[config.mk]
export PLATFORM = sky130hd
export DESIGN_NAME = txr_regs
export DESIGN_NICKNAME = d
export VERILOG_FILES = /design/src/core/txr_pkg.sv /design/src/core/txr_if.sv /design/src/core/txr_regs.sv /design/src/core/txr_gap_timer.sv /design/src/core/txr_head_ptr.sv
export VERILOG_INCLUDE_DIRS = /design/src /design/src/core
export SDC_FILE = /design/constraint.sdc
export NUM_CORES = 1
export LEC_CHECK = 0
export ABC_AREA = 1
export BUFFER_PORTS_ARGS = -buffer_cell sky130_fd_sc_hd__buf_2
export CORE_ASPECT_RATIO = 1.4
export CORE_MARGIN = 1.5
export CORE_UTILIZATION = 30
export DETAILED_ROUTE_END_ITERATION = 8
export SLEW_MARGIN = 20
export SYNTH_ARGS = -nofsm -noshare
export SYNTH_HDL_FRONTEND = slang
export SYNTH_SLANG_ARGS = --single-unit
[constraint.sdc]
create_clock -name clk_i -period 3.5 [get_ports clk_i]
set_input_delay 0.525 -clock clk_i [delete_from_list [all_inputs] [get_ports clk_i]]
set_output_delay 0.525 -clock clk_i [all_outputs]
set_load 0.02 [all_outputs]
[src/core/txr_defines.svh]
`ifndef TXR_DEFINES_SVH
`define TXR_DEFINES_SVH

// Register byte offsets
`define TXR_OFS_GAP_EXT   16'h0458
`define TXR_OFS_BASE_LO   16'h3800
`define TXR_OFS_BASE_HI   16'h3804
`define TXR_OFS_BYTE_SIZE 16'h3808
`define TXR_OFS_HEAD      16'h3810

// Field positions
`define TXR_GAP_EXT_MSB   15
`define TXR_BASE_LO_LSB   4
`define TXR_LEN_MSB       19
`define TXR_LEN_LSB       7
`define TXR_HEAD_MSB      15

// Reset values
`define TXR_GAP_EXT_RST   16'h0000
`define TXR_BASE_LO_RST   28'h0000000
`define TXR_BASE_HI_RST   32'h00000000
`define TXR_LEN_RST       13'h0000
`define TXR_HEAD_RST      16'h0000

// Descriptor geometry: 16 bytes each, eight per 128-byte length unit
`define TXR_DESC_SHIFT    4
`define TXR_UNIT_SHIFT    3

// Throttle unit in ns
`define TXR_GAP_UNIT_NS   8

`endif

[src/core/txr_pkg.sv]
package txr_pkg;
  typedef logic [15:0] txr_addr_t;
  typedef logic [31:0] txr_word_t;

  // One-hot register select
  typedef enum logic [5:0] {
    TXR_SEL_NONE = 6'h01,
    TXR_SEL_GAP  = 6'h02,
    TXR_SEL_BLO  = 6'h04,
    TXR_SEL_BHI  = 6'h08,
    TXR_SEL_LEN  = 6'h10,
    TXR_SEL_HEAD = 6'h20
  } txr_sel_e;

  // Gap timer states
  typedef enum logic [2:0] {
    TXR_GAP_IDLE  = 3'h1,
    TXR_GAP_BASE  = 3'h2,
    TXR_GAP_EXTRA = 3'h4
  } txr_gap_e;
endpackage

[src/core/txr_if.sv]
`timescale 1ns/1ns
`default_nettype none
interface txr_if;
  logic [15:0] throttle;
  logic [12:0] len_units;
  logic        head_wr;
  logic [15:0] head_wdata;
  logic [15:0] head;

  modport regs (output throttle, output len_units, output head_wr, output head_wdata,
                input head);
  modport ring (input len_units, input head_wr, input head_wdata, output head);
  modport gap  (input throttle);
endinterface
`default_nettype wire

[src/core/txr_regs.sv]
// The address-and-strobe port was decided locally.
`timescale 1ns/1ns
`default_nettype none
`include "txr_defines.svh"
module txr_regs #(
  parameter int IPG_W = 10
) (
  // Clock and reset
  input  wire logic              clk_i,
  input  wire logic              rst_n_i,
  // Register port
  input  wire txr_pkg::txr_addr_t reg_addr_i,
  input  wire txr_pkg::txr_word_t reg_wdata_i,
  input  wire logic              reg_wr_i,
  input  wire logic              reg_rd_i,
  output txr_pkg::txr_word_t     reg_rdata_o,
  // Transmit control
  input  wire logic              transmit_enable_i,
  input  wire logic              transmit_unit_reset_i,
  input  wire logic [IPG_W-1:0]  back_to_back_gap_count_i,
  input  wire logic [15:0]       tx_tail_offset_i,
  // Transmit engine events
  input  wire logic              desc_done_i,
  input  wire logic              tx_end_i,
  input  wire logic              tx_retry_i,
  input  wire logic              rx_seen_i,
  input  wire logic              pkt_ready_i,
  input  wire logic              gap_tick_i,
  // Engine status
  output logic                   tx_permit_o,
  output logic                   desc_pending_o,
  output logic [63:0]            desc_addr_o,
  output logic                   desc_flush_o
);
  import txr_pkg::*;

  txr_if       cfg_if ();

  logic [15:0] gap_ext_r;
  logic [27:0] base_lo_r;
  logic [31:0] base_hi_r;
  logic [12:0] len_units_r;
  txr_sel_e    sel;
  logic        gap_busy;
  logic        flush;
  logic        wr_gap;
  logic        wr_blo;
  logic        wr_bhi;
  logic        wr_len;
  logic        wr_head;

  if (IPG_W < 1 || IPG_W > 16) begin : g_chk
    $error("IPG_W out of range");
  end

  // Address decode shared by read and write paths
  function automatic txr_sel_e decode(input txr_addr_t a);
    case (a)
      `TXR_OFS_GAP_EXT:   decode = TXR_SEL_GAP;
      `TXR_OFS_BASE_LO:   decode = TXR_SEL_BLO;
      `TXR_OFS_BASE_HI:   decode = TXR_SEL_BHI;
      `TXR_OFS_BYTE_SIZE: decode = TXR_SEL_LEN;
      `TXR_OFS_HEAD:      decode = TXR_SEL_HEAD;
      default:            decode = TXR_SEL_NONE;
    endcase
  endfunction

  assign sel     = decode(reg_addr_i);
  assign wr_gap  = reg_wr_i && sel == TXR_SEL_GAP;
  assign wr_blo  = reg_wr_i && sel == TXR_SEL_BLO;
  assign wr_bhi  = reg_wr_i && sel == TXR_SEL_BHI;
  assign wr_len  = reg_wr_i && sel == TXR_SEL_LEN;
  assign wr_head = reg_wr_i && sel == TXR_SEL_HEAD;

  // Throttle register, only the low 16 bits are kept
  always_ff @(posedge clk_i) begin
    if (!rst_n_i || transmit_unit_reset_i) begin
      gap_ext_r <= `TXR_GAP_EXT_RST;
    end else if (wr_gap) begin
      gap_ext_r <= reg_wdata_i[`TXR_GAP_EXT_MSB:0];
    end
  end

  // Ring base, low word drops the four alignment bits
  always_ff @(posedge clk_i) begin
    if (!rst_n_i || transmit_unit_reset_i) begin
      base_lo_r <= `TXR_BASE_LO_RST;
    end else if (wr_blo) begin
      base_lo_r <= reg_wdata_i[31:`TXR_BASE_LO_LSB];
    end
  end

  // Ring base, high word
  always_ff @(posedge clk_i) begin
    if (!rst_n_i || transmit_unit_reset_i) begin
      base_hi_r <= `TXR_BASE_HI_RST;
    end else if (wr_bhi) begin
      base_hi_r <= reg_wdata_i;
    end
  end

  // Ring length in 128-byte units
  always_ff @(posedge clk_i) begin
    if (!rst_n_i || transmit_unit_reset_i) begin
      len_units_r <= `TXR_LEN_RST;
    end else if (wr_len) begin
      len_units_r <= reg_wdata_i[`TXR_LEN_MSB:`TXR_LEN_LSB];
    end
  end

  // Configuration towards the submodules
  assign cfg_if.throttle   = gap_ext_r;
  assign cfg_if.len_units  = len_units_r;
  assign cfg_if.head_wr    = wr_head;
  assign cfg_if.head_wdata = reg_wdata_i[`TXR_HEAD_MSB:0];

  // Read data one cycle after the strobe, zero otherwise
  always_ff @(posedge clk_i) begin
    if (!rst_n_i) begin
      reg_rdata_o <= 32'h00000000;
    end else if (reg_rd_i) begin
      case (sel)
        TXR_SEL_GAP:  reg_rdata_o <= {16'h0000, gap_ext_r};
        TXR_SEL_BLO:  reg_rdata_o <= {base_lo_r, 4'h0};
        TXR_SEL_BHI:  reg_rdata_o <= base_hi_r;
        TXR_SEL_LEN:  reg_rdata_o <= {12'h000, len_units_r, 7'h00};
        TXR_SEL_HEAD: reg_rdata_o <= {16'h0000, cfg_if.head};
        default:      reg_rdata_o <= 32'h00000000;
      endcase
    end else begin
      reg_rdata_o <= 32'h00000000;
    end
  end

  // Head offset and ring walking
  txr_head_ptr u_head (
    .clk_i       (clk_i),
    .rst_n_i     (rst_n_i),
    .unit_rst_i  (transmit_unit_reset_i),
    .cfg         (cfg_if.ring),
    .enable_i    (transmit_enable_i),
    .tail_i      (tx_tail_offset_i),
    .desc_done_i (desc_done_i),
    .flush_o     (flush)
  );

  // Inter-packet gap with throttle extension
  txr_gap_timer #(
    .IPG_W (IPG_W)
  ) u_gap (
    .clk_i       (clk_i),
    .rst_n_i     (rst_n_i),
    .unit_rst_i  (transmit_unit_reset_i),
    .cfg         (cfg_if.gap),
    .ipg_count_i (back_to_back_gap_count_i),
    .tx_end_i    (tx_end_i),
    .pkt_ready_i (pkt_ready_i),
    .retry_i     (tx_retry_i),
    .rx_seen_i   (rx_seen_i),
    .tick_i      (gap_tick_i),
    .busy_o      (gap_busy)
  );

  // Transmit permit, low while a gap runs or a frame has just ended
  always_ff @(posedge clk_i) begin
    if (!rst_n_i) begin
      tx_permit_o <= 1'b0;
    end else begin
      tx_permit_o <= !gap_busy && !tx_end_i;
    end
  end

  // Descriptors waiting between head and tail
  always_ff @(posedge clk_i) begin
    if (!rst_n_i) begin
      desc_pending_o <= 1'b0;
    end else begin
      desc_pending_o <= transmit_enable_i && len_units_r != 13'h0000
                        && cfg_if.head != tx_tail_offset_i;
    end
  end

  // Host address of the descriptor at head
  always_ff @(posedge clk_i) begin
    if (!rst_n_i) begin
      desc_addr_o <= 64'h0000000000000000;
    end else begin
      desc_addr_o <= {base_hi_r, base_lo_r, 4'h0}
                     + {44'h00000000000, cfg_if.head, 4'h0};
    end
  end

  // Invalidation pulse towards the engine
  always_ff @(posedge clk_i) begin
    if (!rst_n_i) begin
      desc_flush_o <= 1'b0;
    end else begin
      desc_flush_o <= flush;
    end
  end

  // Read data and reserved bits
  a_blo_low_zero: assert property (@(posedge clk_i) disable iff (!rst_n_i)
    reg_rd_i && sel == TXR_SEL_BLO |=> reg_rdata_o[3:0] == 4'h0)
    else $error("base low alignment bits not zero");
  a_len_fields: assert property (@(posedge clk_i) disable iff (!rst_n_i)
    reg_rd_i && sel == TXR_SEL_LEN |=> reg_rdata_o[6:0] == 7'h00
    && reg_rdata_o[31:20] == 12'h000)
    else $error("length reserved bits not zero");
  a_gap_upper_zero: assert property (@(posedge clk_i) disable iff (!rst_n_i)
    reg_rd_i && (sel == TXR_SEL_GAP || sel == TXR_SEL_HEAD)
    |=> reg_rdata_o[31:16] == 16'h0000)
    else $error("upper reserved bits not zero");
  a_bhi_readback: assert property (@(posedge clk_i) disable iff (!rst_n_i)
    wr_bhi && !transmit_unit_reset_i ##1 reg_rd_i && sel == TXR_SEL_BHI
    |=> reg_rdata_o == $past(reg_wdata_i, 2))
    else $error("base high readback mismatch");
  a_throttle_reset: assert property (@(posedge clk_i)
    !rst_n_i |=> gap_ext_r == 16'h0000)
    else $error("throttle not cleared by reset");
  a_read_idle_zero: assert property (@(posedge clk_i) disable iff (!rst_n_i)
    !reg_rd_i |=> reg_rdata_o == 32'h00000000)
    else $error("read data outside read cycle");
  a_read_gap: assert property (@(posedge clk_i) disable iff (!rst_n_i)
    reg_rd_i && sel == TXR_SEL_GAP |=> reg_rdata_o == {16'h0000, $past(gap_ext_r)})
    else $error("throttle readback wrong");
  a_read_blo: assert property (@(posedge clk_i) disable iff (!rst_n_i)
    reg_rd_i && sel == TXR_SEL_BLO |=> reg_rdata_o == {$past(base_lo_r), 4'h0})
    else $error("base low readback wrong");
  a_read_len: assert property (@(posedge clk_i) disable iff (!rst_n_i)
    reg_rd_i && sel == TXR_SEL_LEN |=> reg_rdata_o == {12'h000, $past(len_units_r), 7'h00})
    else $error("length readback wrong");
  a_read_head: assert property (@(posedge clk_i) disable iff (!rst_n_i)
    reg_rd_i && sel == TXR_SEL_HEAD |=> reg_rdata_o == {16'h0000, $past(cfg_if.head)})
    else $error("head readback wrong");
  a_read_unmapped: assert property (@(posedge clk_i) disable iff (!rst_n_i)
    reg_rd_i && sel == TXR_SEL_NONE |=> reg_rdata_o == 32'h00000000)
    else $error("unmapped read not zero");
  a_sel_onehot: assert property (@(posedge clk_i) disable iff (!rst_n_i)
    $onehot(sel))
    else $error("register select not one-hot");

  // Register writes land, other cycles keep the value
  a_gap_write: assert property (@(posedge clk_i) disable iff (!rst_n_i)
    wr_gap && !transmit_unit_reset_i |=> gap_ext_r == $past(reg_wdata_i[`TXR_GAP_EXT_MSB:0]))
    else $error("throttle write lost");
  a_gap_keep: assert property (@(posedge clk_i) disable iff (!rst_n_i)
    !wr_gap && !transmit_unit_reset_i |=> $stable(gap_ext_r))
    else $error("throttle changed without write");
  a_blo_write: assert property (@(posedge clk_i) disable iff (!rst_n_i)
    wr_blo && !transmit_unit_reset_i |=> base_lo_r == $past(reg_wdata_i[31:`TXR_BASE_LO_LSB]))
    else $error("base low write lost");
  a_blo_keep: assert property (@(posedge clk_i) disable iff (!rst_n_i)
    !wr_blo && !transmit_unit_reset_i |=> $stable(base_lo_r))
    else $error("base low changed without write");
  a_bhi_write: assert property (@(posedge clk_i) disable iff (!rst_n_i)
    wr_bhi && !transmit_unit_reset_i |=> base_hi_r == $past(reg_wdata_i))
    else $error("base high write lost");
  a_bhi_keep: assert property (@(posedge clk_i) disable iff (!rst_n_i)
    !wr_bhi && !transmit_unit_reset_i |=> $stable(base_hi_r))
    else $error("base high changed without write");
  a_len_write: assert property (@(posedge clk_i) disable iff (!rst_n_i)
    wr_len && !transmit_unit_reset_i
    |=> len_units_r == $past(reg_wdata_i[`TXR_LEN_MSB:`TXR_LEN_LSB]))
    else $error("length write lost");
  a_len_keep: assert property (@(posedge clk_i) disable iff (!rst_n_i)
    !wr_len && !transmit_unit_reset_i |=> $stable(len_units_r))
    else $error("length changed without write");
  a_head_load: assert property (@(posedge clk_i) disable iff (!rst_n_i)
    wr_head && !transmit_unit_reset_i |=> cfg_if.head == $past(reg_wdata_i[`TXR_HEAD_MSB:0]))
    else $error("head write lost");
  a_unit_clear: assert property (@(posedge clk_i) disable iff (!rst_n_i)
    transmit_unit_reset_i |=> gap_ext_r == 16'h0000 && len_units_r == 13'h0000
    && cfg_if.head == 16'h0000)
    else $error("unit reset left state behind");

  // Engine status
  a_gap_holds: assert property (@(posedge clk_i) disable iff (!rst_n_i)
    tx_end_i && back_to_back_gap_count_i != '0 && !transmit_unit_reset_i
    |=> !tx_permit_o [*2])
    else $error("permit during programmed gap");
  a_permit_end: assert property (@(posedge clk_i) disable iff (!rst_n_i)
    tx_end_i |=> !tx_permit_o)
    else $error("permit right after frame end");
  a_pending_off: assert property (@(posedge clk_i) disable iff (!rst_n_i)
    !transmit_enable_i |=> !desc_pending_o)
    else $error("pending while disabled");
  a_pending_tail: assert property (@(posedge clk_i) disable iff (!rst_n_i)
    cfg_if.head == tx_tail_offset_i |=> !desc_pending_o)
    else $error("pending with head at tail");
  a_len_zero_idle: assert property (@(posedge clk_i) disable iff (!rst_n_i)
    len_units_r == 13'h0000 |=> !desc_pending_o)
    else $error("pending with empty ring");
  a_addr_aligned: assert property (@(posedge clk_i) disable iff (!rst_n_i)
    desc_addr_o[3:0] == 4'h0)
    else $error("descriptor address not aligned");
  a_flush_raised: assert property (@(posedge clk_i) disable iff (!rst_n_i)
    wr_head && transmit_enable_i |=> ##1 desc_flush_o)
    else $error("no flush after enabled head write");
  a_flush_origin: assert property (@(posedge clk_i) disable iff (!rst_n_i)
    desc_flush_o |-> $past(wr_head && transmit_enable_i, 2))
    else $error("flush without enabled head write");
  c_throttle_write: cover property (@(posedge clk_i) disable iff (!rst_n_i)
    wr_gap && reg_wdata_i[15:0] != 16'h0000);
  c_b2b_throttled: cover property (@(posedge clk_i) disable iff (!rst_n_i)
    tx_end_i && pkt_ready_i && gap_ext_r != 16'h0000 ##[1:40] tx_permit_o);
endmodule
`default_nettype wire

[src/core/txr_gap_timer.sv]
`timescale 1ns/1ns
`default_nettype none
`include "txr_defines.svh"
module txr_gap_timer #(
  parameter int IPG_W = 10
) (
  // Clock and reset
  input  wire logic             clk_i,
  input  wire logic             rst_n_i,
  input  wire logic             unit_rst_i,
  // Configuration
  txr_if.gap                    cfg,
  input  wire logic [IPG_W-1:0] ipg_count_i,
  // Transmit events
  input  wire logic             tx_end_i,
  input  wire logic             pkt_ready_i,
  input  wire logic             retry_i,
  input  wire logic             rx_seen_i,
  input  wire logic             tick_i,
  output logic                  busy_o
);
  import txr_pkg::*;

  txr_gap_e         state_r;
  logic [IPG_W-1:0] base_r;
  logic [15:0]      extra_r;

  if (IPG_W < 1 || IPG_W > 16) begin : g_chk
    $error("IPG_W out of range");
  end

  // Gap sequence: programmed gap count first, then throttle units
  always_ff @(posedge clk_i) begin
    if (!rst_n_i || unit_rst_i) begin
      state_r <= TXR_GAP_IDLE;
      base_r  <= '0;
      extra_r <= '0;
    end else if (tx_end_i) begin
      state_r <= TXR_GAP_BASE;
      base_r  <= ipg_count_i;
      // Extra delay only for a waiting back-to-back packet, never a retry
      extra_r <= (pkt_ready_i && !retry_i) ? cfg.throttle : 16'h0000;
    end else begin
      case (state_r)
        TXR_GAP_IDLE: begin
          state_r <= TXR_GAP_IDLE;
        end
        TXR_GAP_BASE: begin
          if (base_r == '0) begin
            state_r <= TXR_GAP_EXTRA;
          end else if (tick_i) begin
            base_r <= base_r - 1'b1;
          end
          if (rx_seen_i) begin
            extra_r <= 16'h0000;
          end
        end
        TXR_GAP_EXTRA: begin
          if (extra_r == 16'h0000 || rx_seen_i) begin
            state_r <= TXR_GAP_IDLE;
            extra_r <= 16'h0000;
          end else if (tick_i) begin
            extra_r <= extra_r - 1'b1;
          end
        end
        default: begin
          state_r <= TXR_GAP_IDLE;
        end
      endcase
    end
  end

  assign busy_o = (state_r != TXR_GAP_IDLE);

  a_retry_no_extra: assert property (@(posedge clk_i) disable iff (!rst_n_i)
    tx_end_i && retry_i && !unit_rst_i |=> extra_r == 16'h0000)
    else $error("throttle applied to retransmission");
  a_extra_loaded: assert property (@(posedge clk_i) disable iff (!rst_n_i)
    tx_end_i && pkt_ready_i && !retry_i && !unit_rst_i |=> extra_r == $past(cfg.throttle))
    else $error("throttle not loaded for back-to-back packet");
  a_rx_drops: assert property (@(posedge clk_i) disable iff (!rst_n_i)
    rx_seen_i && !tx_end_i && state_r != TXR_GAP_IDLE |=> extra_r == 16'h0000)
    else $error("throttle kept after receive");
  c_gap_extra: cover property (@(posedge clk_i) disable iff (!rst_n_i)
    state_r == TXR_GAP_EXTRA && tick_i);
endmodule
`default_nettype wire

[src/core/txr_head_ptr.sv]
`timescale 1ns/1ns
`default_nettype none
`include "txr_defines.svh"
module txr_head_ptr (
  // Clock and reset
  input  wire logic        clk_i,
  input  wire logic        rst_n_i,
  input  wire logic        unit_rst_i,
  // Ring configuration and head
  txr_if.ring              cfg,
  // Engine side
  input  wire logic        enable_i,
  input  wire logic [15:0] tail_i,
  input  wire logic        desc_done_i,
  output logic             flush_o
);
  import txr_pkg::*;

  logic [15:0] head_r;
  logic [15:0] head_nxt;
  logic [15:0] desc_cnt;

  // Length counts 128-byte units, so descriptors come in eights
  assign desc_cnt = {cfg.len_units, 3'h0};

  // Advance and wrap at ring end
  always_comb begin
    head_nxt = head_r + 16'h0001;
    if ({1'b0, head_nxt} >= {1'b0, desc_cnt}) begin
      head_nxt = 16'h0000;
    end
  end

  // Head offset owned by hardware; software load is accepted
  always_ff @(posedge clk_i) begin
    if (!rst_n_i || unit_rst_i) begin
      head_r <= `TXR_HEAD_RST;
    end else if (cfg.head_wr) begin
      head_r <= cfg.head_wdata;
    end else if (enable_i && desc_done_i && head_r != tail_i && desc_cnt != 16'h0000) begin
      head_r <= head_nxt;
    end
  end

  // Loading head while enabled invalidates cached descriptors
  always_ff @(posedge clk_i) begin
    if (!rst_n_i) begin
      flush_o <= 1'b0;
    end else begin
      flush_o <= cfg.head_wr && enable_i;
    end
  end

  assign cfg.head = head_r;

  a_head_wrap: assert property (@(posedge clk_i) disable iff (!rst_n_i)
    enable_i && desc_done_i && !cfg.head_wr && !unit_rst_i && desc_cnt != 16'h0000
    && head_r != tail_i && head_r == desc_cnt - 16'h0001 |=> head_r == 16'h0000)
    else $error("head did not wrap");
  a_head_stops: assert property (@(posedge clk_i) disable iff (!rst_n_i)
    head_r == tail_i && !cfg.head_wr && !unit_rst_i |=> head_r == $past(head_r))
    else $error("head moved past tail");
  a_flush_pulse: assert property (@(posedge clk_i) disable iff (!rst_n_i)
    cfg.head_wr && enable_i |=> flush_o ##1 !flush_o || $past(cfg.head_wr))
    else $error("flush not raised on enabled head write");
  c_head_wrap: cover property (@(posedge clk_i) disable iff (!rst_n_i)
    head_r != 16'h0000 ##1 head_r == 16'h0000);
endmodule
`default_nettype wire

==> results.ini <==
[setup_path]
crit_start=u_head.cfg.head[1]
crit_path_end=u_head.cfg.head[12]
worst-path-buf-inv=3
crit_top_cell=nand2_1
crit_type=reg -> reg
crit_path_max_fanout=8
arrival_ns=3.51
r2r_end=u_head.cfg.head[12]
r2r-start=u_head.cfg.head[1]
critPathMaxStageDelay_ns=0.51
r2r.worst_path.cells=19
worst-path-stages=19
path_delay_family=simple AND/OR/NAND/NOR gates
required_ns=4.00
cpMaxStageDelayCell=dfxtp_1
start_kind=flop
r2r_setup_slack_ns=0.48
path_cells=ha_1, nand3_1, nor2_1, nand2_1, o21ai_0, inv_1, ha_1, nand2_1, inv_1, nand2_1, nand2_1, nand2_1, nand2_1, a21oi_1, buf_4, nand3_1, nand2_1, nand2_1, a21oi_2
critPathCaptureType=flop

[yosys]
yosysWarnings=0
synth-async-reset-ratio_pct=0
synth_xor_area_share_pct=1.17
yosysTopAreaCellShare_pct=36.0
ys_ff_latch=230
ys_top_cells_by_area=dfxtp_1, nand2_1, a21oi_1, inv_1, nor2_1
synth_area_leader_cell=dfxtp_1
synth_adder_area_share_pct=3.39
syn_avg_cell_area_um2=6.44
syn_area_um2=12800
synth_common_cells=nand2_1, inv_1, dfxtp_1
synth_compound_area_share_pct=15.5
synthDistinctLibCells=44
synthSimpleGateAreaFrac_pct=33.3
synth.area.mux_share_pct=0
synth_top_family_by_area=simple AND/OR/NAND/NOR gates
ys_seq_area_share_pct=36.0
synth_cells=1985
ys.flop_type=dfxtp_1
synthMostInstantiatedCell=nand2_1
synth_edf_count=0

[clock_network]
htreeDepth=1
cts.path.max_buffers=3
path_clk_slew_ns=0.07
holdBufCountCts=0
cts_tree=yes
root_buffer=clkbuf_16
cts.sinks=230
clkLatencyLatePin_ns=0.57
cts_buffers=25
post-cts-setup-buffers=0
cts-resized-gates=0

[global_routing]
grt_pass1_wl_um=76000
grt_pass1_vias=12900
antenna_found_initial=3
grt_max_degree=35
grt_use_total_pct=23.1
grt.overflow.total=0

[finish]
fin_area_um2=15100
fin_nets=2262
stdcell_count=2707
antenna_cells=0
drive_gt1_share_pct=13.8
nFillCells=4665
syn2layout_area_growth_pct=17.8

[route]
drt-met1-wl_um=19500
drt_wl_total_um=51200
drc_errors=0
wl_met2_um=25100
wl_per_cell_um=18.9
num_vias=13800
first_pass_iters=7
dr.first_iter.drc_count=1213
via_per_inst=5.09
routed-wl-met3_um=3260
dr.max_layer_used=met5
ant_nets=0

[sta]
relSlewSlack_pct=41.1
hold_viol=0
period_share_pct=86.2
setup_viol=0
fin_hold_ws_ns=0.236
max_freq_mhz=332
fin_skew_ns=0.0131
fin_setup_tns_ns=0
period_needed_ns=3.02
rsz0062_at_grt=false
drv_slew=0
worst_pin_slew_ns=0.881

[placement]
dpl.cell_count=2661
hpwlAfterDp_um=40600
place.gp.congestion=0.958
port_buffers=180
post_dp_cell_area_um2=14200

[floorplan]
dieArea_um2=43900
fp.dieW_um=177
core_um2=42100
boundaryPins=185
initial_core_util_pct=30.4
die_h_um=247
rows=89

[pwr]
p_per_area_nw_per_um2=391
p_leak_nw=6.50
worst_ir_drop_vdd_mv=0.306

[min_path]
min_path_type=in -> reg

[outcome]
outcome=completed

[flow_run]
drv_cap=0

-- area by class of cell --
cell class                      instances  area (um^2)  share of cell area (%)
Clock buffer                           30          674                    4.48
Clock inverter                         16          219                    1.45
Inverter                              258          968                    6.43
Multi-Input combinational cell       1427         6850                    45.5
Sequential cell                       230         4600                    30.6
Tap cell                              546          683                    4.54
Timing Repair Buffer                  200         1050                    6.98
-- cells in the final DEF, fill, tap and decap left out, drive strengths merged, types with 16 or more instances in the layout --
cell type,instances
nor2,236
nand2,545
buf,200
xor2,16
inv,260
a211oi,17
nand4,34
nor3,34
o21ai,108
dfxtp,230
nand3,147
a21oi,201
clkbuf,30
o22ai,25
ha,33
-- where the power goes --
group          switching (mW)  internal, mW
combinational           0.236         0.110
clock                    1.20          1.69
sequential            0.00948          2.63
total                    1.45          4.43
-- worst register-to-register path, stage by stage, from the launching register on --
cell	delay [ns]
dfxtp_1	0.51
ha_1	0.29
nand3_1	0.18
nor2_1	0.21
nand2_1	0.10
o21ai_0	0.19
inv_1	0.08
ha_1	0.27
nand2_1	0.07
inv_1	0.04
nand2_1	0.05
nand2_1	0.04
nand2_1	0.05
nand2_1	0.07
a21oi_1	0.28
buf_4	0.21
nand3_1	0.07
nand2_1	0.06
nand2_1	0.06
a21oi_2	0.11
-- kinds of logic after synthesis --
group	after synthesis
and+or+nand+nor	1006
DFF	230
AOI/OAI and AO/OA	366
adders and majority gates	34
buffers and inverters	331
other	1
xor gates and xnor gates	17
-- worst min-delay path by stage --
stage	start	end	slack, ns	depth (start not counted)
5_1_grt	transmit_enable_i	desc_pending_o	0.25	3
2_1_floorplan	u_head.flush_o	desc_flush_o	0.39	2
3_5_place_dp	u_head.flush_o	desc_flush_o	0.40	2
3_3_place_gp	u_head.flush_o	desc_flush_o	0.40	2
4_1_cts	back_to_back_gap_count_i[6]	u_gap.base_r[6]	0.20	3
6_report	back_to_back_gap_count_i[6]	u_gap.base_r[6]	0.24	3
-- routing by layer --
layer	GRT usage (%)	vias up
met4	13.5	6
met3	2.84	142
met5	0	-
met2	41.3	605
li1	-	6721
met1	26.0	6298
-- sequential cells by signal, summed over array words and instances (netlist names), 10 cells and up --
register	flops
base_hi_r	32
u_gap.base_r	10
cfg_if.len_units	13
u_gap.extra_r	16
base_lo_r	28
u_head.cfg.head	16
cfg_if.throttle	16
reg_rdata_o	32
desc_addr_o	60
-- stage by stage --
stage               power, mW  utilization, %  setup slack [ns]
floorplan                2.89               -             0.991
global placement         3.03            33.6             0.516
detailed placement       3.04            33.6             0.520
CTS                      5.93            35.8             0.495
global route             6.07            35.8             0.108
finish                   5.88            35.8             0.484
(Power assumes the default switching activity.)
